File: src/pkg/adc_ctl_pkg.sv
// constants, field layouts, encodings and states of the converter control block
// assumes an 8-bit register port on the system clock and an external analog core
package adc_ctl_pkg;
    localparam logic [1:0] ADDR_CONV_CTRL   = 2'h0;  // conversion_control
    localparam logic [1:0] ADDR_TRIG_REF    = 2'h1;  // trigger_and_reference_select
    localparam logic [1:0] ADDR_RESULT_HIGH = 2'h2;  // result_high
    localparam logic [1:0] ADDR_RESULT_LOW  = 2'h3;  // result_low
    localparam int BIT_ON   = 0;                     // converter_on
    localparam int BIT_GO   = 1;                     // start/busy
    localparam int CHS_LSB  = 2;                     // input_channel_select low bit
    localparam int TRIG_BIT = 7;                     // trigger_source_select
    localparam int PREF_LSB = 2;                     // positive_ref_select low bit
    localparam int NREF_LSB = 0;                     // negative_ref_select low bit
    localparam logic [7:0] CONV_CTRL_MASK = 8'h7f;   // writable bits of conversion_control
    localparam logic [7:0] TRIG_REF_MASK  = 8'h8f;   // writable bits of second register
    localparam logic [7:0] REG_RESET      = 8'h00;   // reset value of both registers
    localparam logic [4:0] CH_LAST_EXT    = 5'h1b;   // last external input
    localparam logic [4:0] CH_RESERVED    = 5'h1c;
    localparam logic [4:0] CH_CHARGE      = 5'h1d;
    localparam logic [4:0] CH_DAC         = 5'h1e;
    localparam logic [4:0] CH_FIXED_REF   = 5'h1f;
    localparam logic [1:0] PREF_SUPPLY = 2'h0;
    localparam logic [1:0] PREF_PIN    = 2'h1;
    localparam logic [1:0] PREF_FIXED  = 2'h2;
    localparam logic [1:0] NREF_GROUND = 2'h0;
    localparam logic [1:0] NREF_PIN    = 2'h1;
    localparam int START_DELAY_CYC = 4;              // one instruction cycle of four clocks
    typedef enum logic [1:0] {
        ST_IDLE  = 2'b00,                            // no conversion
        ST_DELAY = 2'b01,                            // rc start delay
        ST_CONV  = 2'b10                             // core converting
    } conv_state_t;
endpackage : adc_ctl_pkg

File: src/logic/adc_trigger_sleep_control.sv
// converter control: enable, start/busy, channel, references, triggers, sleep
// assumes the analog core reports completion with a one-cycle done pulse and result
//
// Local design decisions: the plain strobed port and the placing of the registers.
module adc_trigger_sleep_control #(
    parameter int DELAY_CYC = adc_ctl_pkg::START_DELAY_CYC  // rc start delay in clocks
) (
    // clock and reset
    input  wire logic                    clk,
    input  wire logic                    rst_n,
    input  wire logic                    clk_en,
    // register port
    input  wire logic [1:0]              addr,
    input  wire logic [7:0]              wdata,
    input  wire logic                    wr_en,
    input  wire logic                    rd_en,
    output logic      [7:0]              rdata,
    // power and system
    input  wire logic                    module_disable,  // converter_module_disable
    input  wire logic                    sleep_mode,      // device asleep
    input  wire logic                    irq_enable,      // converter interrupt enable
    input  wire logic                    rc_clock_sel,    // rc oscillator is conversion clock
    // trigger sources, asynchronous
    input  wire logic                    compare_trigger,
    input  wire logic                    charge_trigger,
    // analog core
    input  wire logic                    core_done,
    input  wire logic [9:0]              core_result,
    output logic                         core_power,
    output logic                         core_start,
    output logic                         core_abort,
    output logic                         core_clk_en,
    output logic [4:0]                   core_channel,
    output logic                         sel_charge_unit,
    output logic                         sel_dac,
    output logic                         sel_fixed_ref,
    output logic [1:0]                   pref_route,
    output logic                         nref_route,
    // events
    output logic                         done_flag_set,   // conversion_done_flag pulse
    output logic                         wake_request
);
    import adc_ctl_pkg::*;

    // elaboration check of the delay count
    if (DELAY_CYC < 1 || DELAY_CYC > 255) begin : g_bad_delay
        $error("DELAY_CYC out of range");
    end

    // whole block state, one register
    typedef struct packed {
        logic [7:0]  ctrl;        // conversion_control
        logic [7:0]  trig;        // trigger_and_reference_select
        logic [9:0]  result;      // result pair
        conv_state_t st;
        logic [7:0]  cnt;         // start delay count
        logic [1:0]  cmp_sync;    // synchroniser
        logic [1:0]  chg_sync;
        logic        trig_last;   // edge detect of selected trigger
        logic        powered_off; // sleep shut-off, enable stays set
        logic [7:0]  rdata;
        logic        start;
        logic        abort;
        logic        done_set;
        logic        wake;
        logic        power;
        logic        clk_on;
        logic [4:0]  chan;
        logic        s_chg;
        logic        s_dac;
        logic        s_fix;
        logic [1:0]  pref;
        logic        nref;
    } state_t;

    // registered state and its next value
    state_t state_reg;
    state_t state_next;

    // reference decode, reserved codes fall back
    function automatic logic [1:0] pref_decode(input logic [1:0] code);
        pref_decode = (code == PREF_PIN || code == PREF_FIXED) ? code : PREF_SUPPLY;
    endfunction : pref_decode

    // negative reference decode
    function automatic logic nref_decode(input logic [1:0] code);
        nref_decode = (code == NREF_PIN);
    endfunction : nref_decode

    // combinational helpers
    logic trig_sel;     // selected synchronised trigger level
    logic trig_edge;
    logic sw_go;
    logic sw_stop;
    logic busy;
    logic [4:0] ch;

    // next-state logic
    always_comb begin
        // hold by default, shift the synchronisers
        state_next = state_reg;
        state_next.cmp_sync = {state_reg.cmp_sync[0], compare_trigger};
        state_next.chg_sync = {state_reg.chg_sync[0], charge_trigger};
        // selected trigger and its rising edge
        trig_sel = state_reg.trig[TRIG_BIT] ? state_reg.chg_sync[1]
                                            : state_reg.cmp_sync[1];
        trig_edge = trig_sel && !state_reg.trig_last;
        state_next.trig_last = trig_sel;
        // software strobes on the first register
        busy = state_reg.ctrl[BIT_GO];
        sw_go = wr_en && addr == ADDR_CONV_CTRL && wdata[BIT_GO] && !busy;
        sw_stop = wr_en && addr == ADDR_CONV_CTRL && !wdata[BIT_GO] && busy;
        // event outputs are one-cycle pulses
        state_next.start = 1'b0;
        state_next.abort = 1'b0;
        state_next.done_set = 1'b0;
        state_next.wake = 1'b0;
        // register writes
        if (wr_en && addr == ADDR_CONV_CTRL) begin
            state_next.ctrl = wdata & CONV_CTRL_MASK;
            if (!wdata[BIT_ON]) begin
                state_next.powered_off = 1'b0;
            end
        end
        if (wr_en && addr == ADDR_TRIG_REF) begin
            state_next.trig = wdata & TRIG_REF_MASK;
        end
        // start from software or from an enabled trigger
        if (state_reg.st == ST_IDLE && (sw_go ||
            (trig_edge && state_reg.ctrl[BIT_ON]))) begin
            state_next.ctrl[BIT_GO] = 1'b1;
            state_next.powered_off = 1'b0;
            if (rc_clock_sel) begin
                state_next.st = ST_DELAY;
                state_next.cnt = 8'(DELAY_CYC - 1);
            end else begin
                state_next.st = ST_CONV;
                state_next.start = 1'b1;
            end
        end else if (state_reg.st != ST_IDLE && (sw_stop || !state_reg.ctrl[BIT_ON] ||
                     (sleep_mode && !rc_clock_sel))) begin
            // abort: result unchanged
            state_next.st = ST_IDLE;
            state_next.ctrl[BIT_GO] = 1'b0;
            state_next.abort = 1'b1;
            if (sleep_mode && !rc_clock_sel) begin
                state_next.powered_off = 1'b1;
            end
            // otherwise rc delay countdown
        end else if (state_reg.st == ST_DELAY) begin
            if (state_reg.cnt == 8'h00) begin
                state_next.st = ST_CONV;
                state_next.start = 1'b1;
            end else begin
                state_next.cnt = state_reg.cnt - 8'h01;
            end
            // otherwise completion from the core
        end else if (state_reg.st == ST_CONV && core_done) begin
            state_next.st = ST_IDLE;
            state_next.ctrl[BIT_GO] = 1'b0;
            state_next.result = core_result;
            state_next.done_set = 1'b1;
            if (sleep_mode) begin
                state_next.wake = irq_enable;
                state_next.powered_off = !irq_enable;
            end
        end
        // awake and idle: shut-off ends once enable clears
        if (state_reg.st == ST_IDLE && !sleep_mode) begin
            state_next.powered_off = state_next.powered_off && state_next.ctrl[BIT_ON];
        end
        // outputs
        ch = state_next.ctrl[CHS_LSB +: 5];
        state_next.chan  = (ch <= CH_LAST_EXT) ? ch : 5'h00;
        state_next.s_chg = (ch == CH_CHARGE);
        state_next.s_dac = (ch == CH_DAC);
        state_next.s_fix = (ch == CH_FIXED_REF);
        state_next.pref  = pref_decode(state_next.trig[PREF_LSB +: 2]);
        state_next.nref  = nref_decode(state_next.trig[NREF_LSB +: 2]);
        state_next.power = state_next.ctrl[BIT_ON] && !state_next.powered_off;
        state_next.clk_on = 1'b1;
        // read data, one cycle after the strobe
        state_next.rdata = 8'h00;
        if (rd_en) begin
            unique case (addr)
                ADDR_CONV_CTRL:   state_next.rdata = state_reg.ctrl & CONV_CTRL_MASK;
                ADDR_TRIG_REF:    state_next.rdata = state_reg.trig & TRIG_REF_MASK;
                ADDR_RESULT_HIGH: state_next.rdata = {6'h00, state_reg.result[9:8]};
                ADDR_RESULT_LOW:  state_next.rdata = state_reg.result[7:0];
            endcase
        end
    end

    // state register, module disable acts as reset and gates the clock
    always_ff @(posedge clk) begin
        if (!rst_n || module_disable) begin
            state_reg <= '0;
            state_reg.ctrl <= REG_RESET;
            state_reg.trig <= REG_RESET;
            state_reg.st <= ST_IDLE;
        end else if (clk_en) begin
            state_reg <= state_next;
        end
    end

    // every output straight from the state register
    assign rdata           = state_reg.rdata;
    assign core_power      = state_reg.power;
    assign core_start      = state_reg.start;
    assign core_abort      = state_reg.abort;
    assign core_clk_en     = state_reg.clk_on;
    assign core_channel    = state_reg.chan;
    assign sel_charge_unit = state_reg.s_chg;
    assign sel_dac         = state_reg.s_dac;
    assign sel_fixed_ref   = state_reg.s_fix;
    assign pref_route      = state_reg.pref;
    assign nref_route      = state_reg.nref;
    assign done_flag_set   = state_reg.done_set;
    assign wake_request    = state_reg.wake;
endmodule : adc_trigger_sleep_control

File: config.mk
export PLATFORM = sky130hd
export DESIGN_NAME = adc_trigger_sleep_control
export DESIGN_NICKNAME = d
export VERILOG_FILES = /design/src/pkg/adc_ctl_pkg.sv /design/src/logic/adc_trigger_sleep_control.sv
export SDC_FILE = /design/constraint.sdc
export NUM_CORES = 1
export LEC_CHECK = 0
export BUFFER_PORTS_ARGS = -buffer_cell sky130_fd_sc_hd__buf_2
export CELL_PAD_IN_SITES_DETAIL_PLACEMENT = 1
export CELL_PAD_IN_SITES_GLOBAL_PLACEMENT = 2
export CORE_MARGIN = 2
export CORE_UTILIZATION = 33
export CTS_CLUSTER_SIZE = 30
export DETAILED_ROUTE_END_ITERATION = 12
export PLACE_DENSITY_LB_ADDON = 0.08
export SLEW_MARGIN = 10
export SYNTH_ARGS = -nofsm -noshare
export SYNTH_HDL_FRONTEND = slang
export SYNTH_SLANG_ARGS = --single-unit
export TNS_END_PERCENT = 10
File: constraint.sdc
create_clock -name clk -period 2.6 [get_ports clk]
set_input_delay 0.26 -clock clk [delete_from_list [all_inputs] [get_ports clk]]
set_output_delay 0.26 -clock clk [all_outputs]
set_load 0.02 [all_outputs]
==> qor.csv <==
metric,value,unit
status,finished clean,
rsz0062_at_grt,no,
synthFlopType,dfxtp_1,
synth_area_leaders,"dfxtp_1 (41%), mux2i_1 (9.4%), nor2_1 (5.8%)",
hpwl,6.111,mm
cts_buffer_depth,2,
ant_nets,0,
synth_fp_nets,385,
cp-start-kind,flop,
core,9153,sq um
hold_class,in2reg,
powerDensity,595.8,nW/um^2
fin_skew,0.005595,ns
clkTransAtPathRegs,0.07,ns
gr-total-overflow,0,
hold_viol,0,
period_minus_slack,2.153,ns
endpoint_kind,flop,
vdd_drop_max,0.0002328,V
start_util,33.67,%
grt_max_degree,33,
synth_top_area_share,40.93,%
hold_depth,3,
cts_setup_buffers,0,
critical_path_class,reg2reg,
leakage,1.463,nW
antenna_found_initial,0,
arrival,2.42,ns
syn_area_per_cell,8.780,sq um
worstSkewPairLatency,0.33,ns
hold_path_end,state_reg[44]$_SDFFE_PP0P_,
io_pins,57,
clockRootBuffer,clkbuf_8,
via_per_inst,5.284,
largest_reg_flops,35,
grt_pass1_wl,13.83,mm
fmax,464.5,MHz
synth-seq-cells,63,
postSynthCellCount,351,
drv_cap,0,
fp.dieArea,10130,sq um
finalWirelength,8.409,mm
cts_tree,built,
power.total,2.129,mW
drc,0,
reg2reg_slack,0.45,ns
tightestPinTransition,0.6867,ns
path_max_fanout,13,
dp_cells,487,
drtIter0Drc,90,
ys_types,56,
synth-edff-count,0,
r2r_end,state_reg[38]$_SDFFE_PP0P_,
ctsResizeCount,0,
relSlewSlack,54.22,%
whs,0.1574,ns
async_flop_share,0,%
routedWlPerCell,16.72,um
ys_warn_count,0,
row_count,35,
postCtsHoldBufs,0,
first_global_vias,2680,
die_h,100.6,um
stdcell_count,503,
drive_gt1_share,22.45,%
firstDrtPassIters,4,
track_usage,17.55,%
setup_tns,0,ns
die_w,100.6,um
worstPathRequired,2.86,ns
diodes,0,
hp-start,core_result[3],
num_vias,2658,
place.gp.congestion,0.7962,
cts.sinks,63,
finalCritPeriodShare,82.80,%
report.final.slew_viol_count,0,
syn_to_final_growth,15.96,%
cts_buffers,9,
final_nets,421,
seq_area_frac_synth,40.93,%
setup_violations,0,
reg2reg_from,state_reg[40]$_SDFFE_PP0P_,
yosysTopAreaCell,dfxtp_1,
ff2ff_path_depth,5,
h-tree-depth,3,
synthesis.area,3082,sq um
portBuffers,56,
## placed cells by master, fill, tap and decap left out, drive strengths merged, types with 2 or more instances in the layout
| cell | synthesis | layout |
|---|---|---|
| a22o | 3 | 3 |
| bufinv | 0 | 2 |
| mux4 | 2 | 2 |
| mux2i | 29 | 29 |
| nand2b | 5 | 5 |
| ha | 2 | 2 |
| o31ai | 6 | 6 |
| clkinv | 1 | 2 |
| o2bb2ai | 2 | 2 |
| o2111ai | 2 | 2 |
| or2 | 3 | 3 |
| nor2 | 48 | 48 |
| a31o | 2 | 2 |
| o21ai | 9 | 9 |
| a2111oi | 2 | 2 |
| nand3 | 11 | 11 |
| nor3 | 2 | 2 |
| or3 | 2 | 2 |
| o211ai | 3 | 3 |
| a31oi | 2 | 2 |
| or4 | 6 | 6 |
| nand2 | 25 | 25 |
| a21o | 2 | 2 |
| a211oi | 7 | 7 |
| and2 | 2 | 2 |
| nand3b | 9 | 9 |
| nor3b | 3 | 3 |
| clkbuf | 18 | 13 |
| inv | 5 | 5 |
| buf | 21 | 64 |
| dfxtp | 63 | 63 |
| a21oi | 26 | 26 |
| nor2b | 2 | 2 |
| a22oi | 7 | 7 |
| mux2 | 2 | 2 |
## power by group
part           total [mW]  switching, mW  internal, mW
Sequential          0.987         0.0106         0.976
Combinational       0.171          0.108        0.0635
Clock               0.971          0.379         0.592
## metal layers
| metal | global-route usage, % | wire [um] |
|---|---|---|
| met1 | 23.43 | 4090 |
| met2 | 28.62 | 3953 |
| met3 | 3.051 | 274 |
| met4 | 6.006 | 91 |
| met5 | 0 | 0 |
## final cells by class
type                    count  area, sq um
clock buffers              13        158.9
flip-flops and latches     63         1261
multi-input cells         243         1587
fillers                  1113         5579
clock inverters             3        65.06
repair buffers             64        340.3
inverters                   6        22.52
well taps                 111        138.9
## kinds of logic (layout without fill, tap and decap cells)
| kind of cell | Yosys count | after routing | synth area share (%) |
|---|---|---|---|
| simple gates | 125 | 125 | 20.18 |
| compound gates | 83 | 83 | 18.80 |
| flops | 63 | 63 | 40.93 |
| buf+inv | 45 | 86 | 7.673 |
| mux | 33 | 33 | 11.61 |
| fa+ha+maj | 2 | 2 | 0.8119 |
## worst max-delay path by stage
stage | from | cells after the start | slack [ns] | end
3_3_place_gp | addr[1] | 6 | 0.36 | state_reg[38]$_SDFFE_PP0P_
4_1_cts | state_reg[40]$_SDFFE_PP0P_ | 5 | 0.43 | state_reg[38]$_SDFFE_PP0P_
2_1_floorplan | state_reg[40]$_SDFFE_PP0P_ | 6 | 0.59 | state_reg[36]$_SDFFE_PP0P_
3_5_place_dp | addr[0] | 6 | 0.30 | state_reg[38]$_SDFFE_PP0P_
6_report | state_reg[40]$_SDFFE_PP0P_ | 5 | 0.45 | state_reg[38]$_SDFFE_PP0P_
5_1_grt | state_reg[40]$_SDFFE_PP0P_ | 5 | 0.37 | state_reg[37]$_SDFFE_PP0P_
## worst max-delay path, stage by stage, from the launching register on
cell and delay (ns):
dfxtp_1 0.36, or4b_4 0.57, o32ai_4 0.23, a21boi_2 0.23, or4_1 0.54, a21oi_1 0.16
## synthesized netlist by cell type (all sizes together) (3+ instances only)
library cell  count
o31ai             6
or2               3
nor3b             3
nand3b            9
a22o              3
a21oi            26
clkbuf           18
nand2            25
nand2b            5
nor2             48
a22oi             7
inv               5
dfxtp            63
o211ai            3
o21ai             9
or4               6
mux2i            29
a211oi            7
buf              21
nand3            11
## metrics by stage
step | util, % | cell area, sq um | setup slack [ns]
floorplan | - | 3082 | 0.5940
global placement | 36.60 | 3349 | 0.3647
detailed placement | 36.60 | 3349 | 0.2969
CTS | 39.04 | 3573 | 0.4320
global route | 39.04 | 3573 | 0.3660
finish | 39.04 | 3573 | 0.4472
Note: power is estimated with default switching activity, not from simulation.
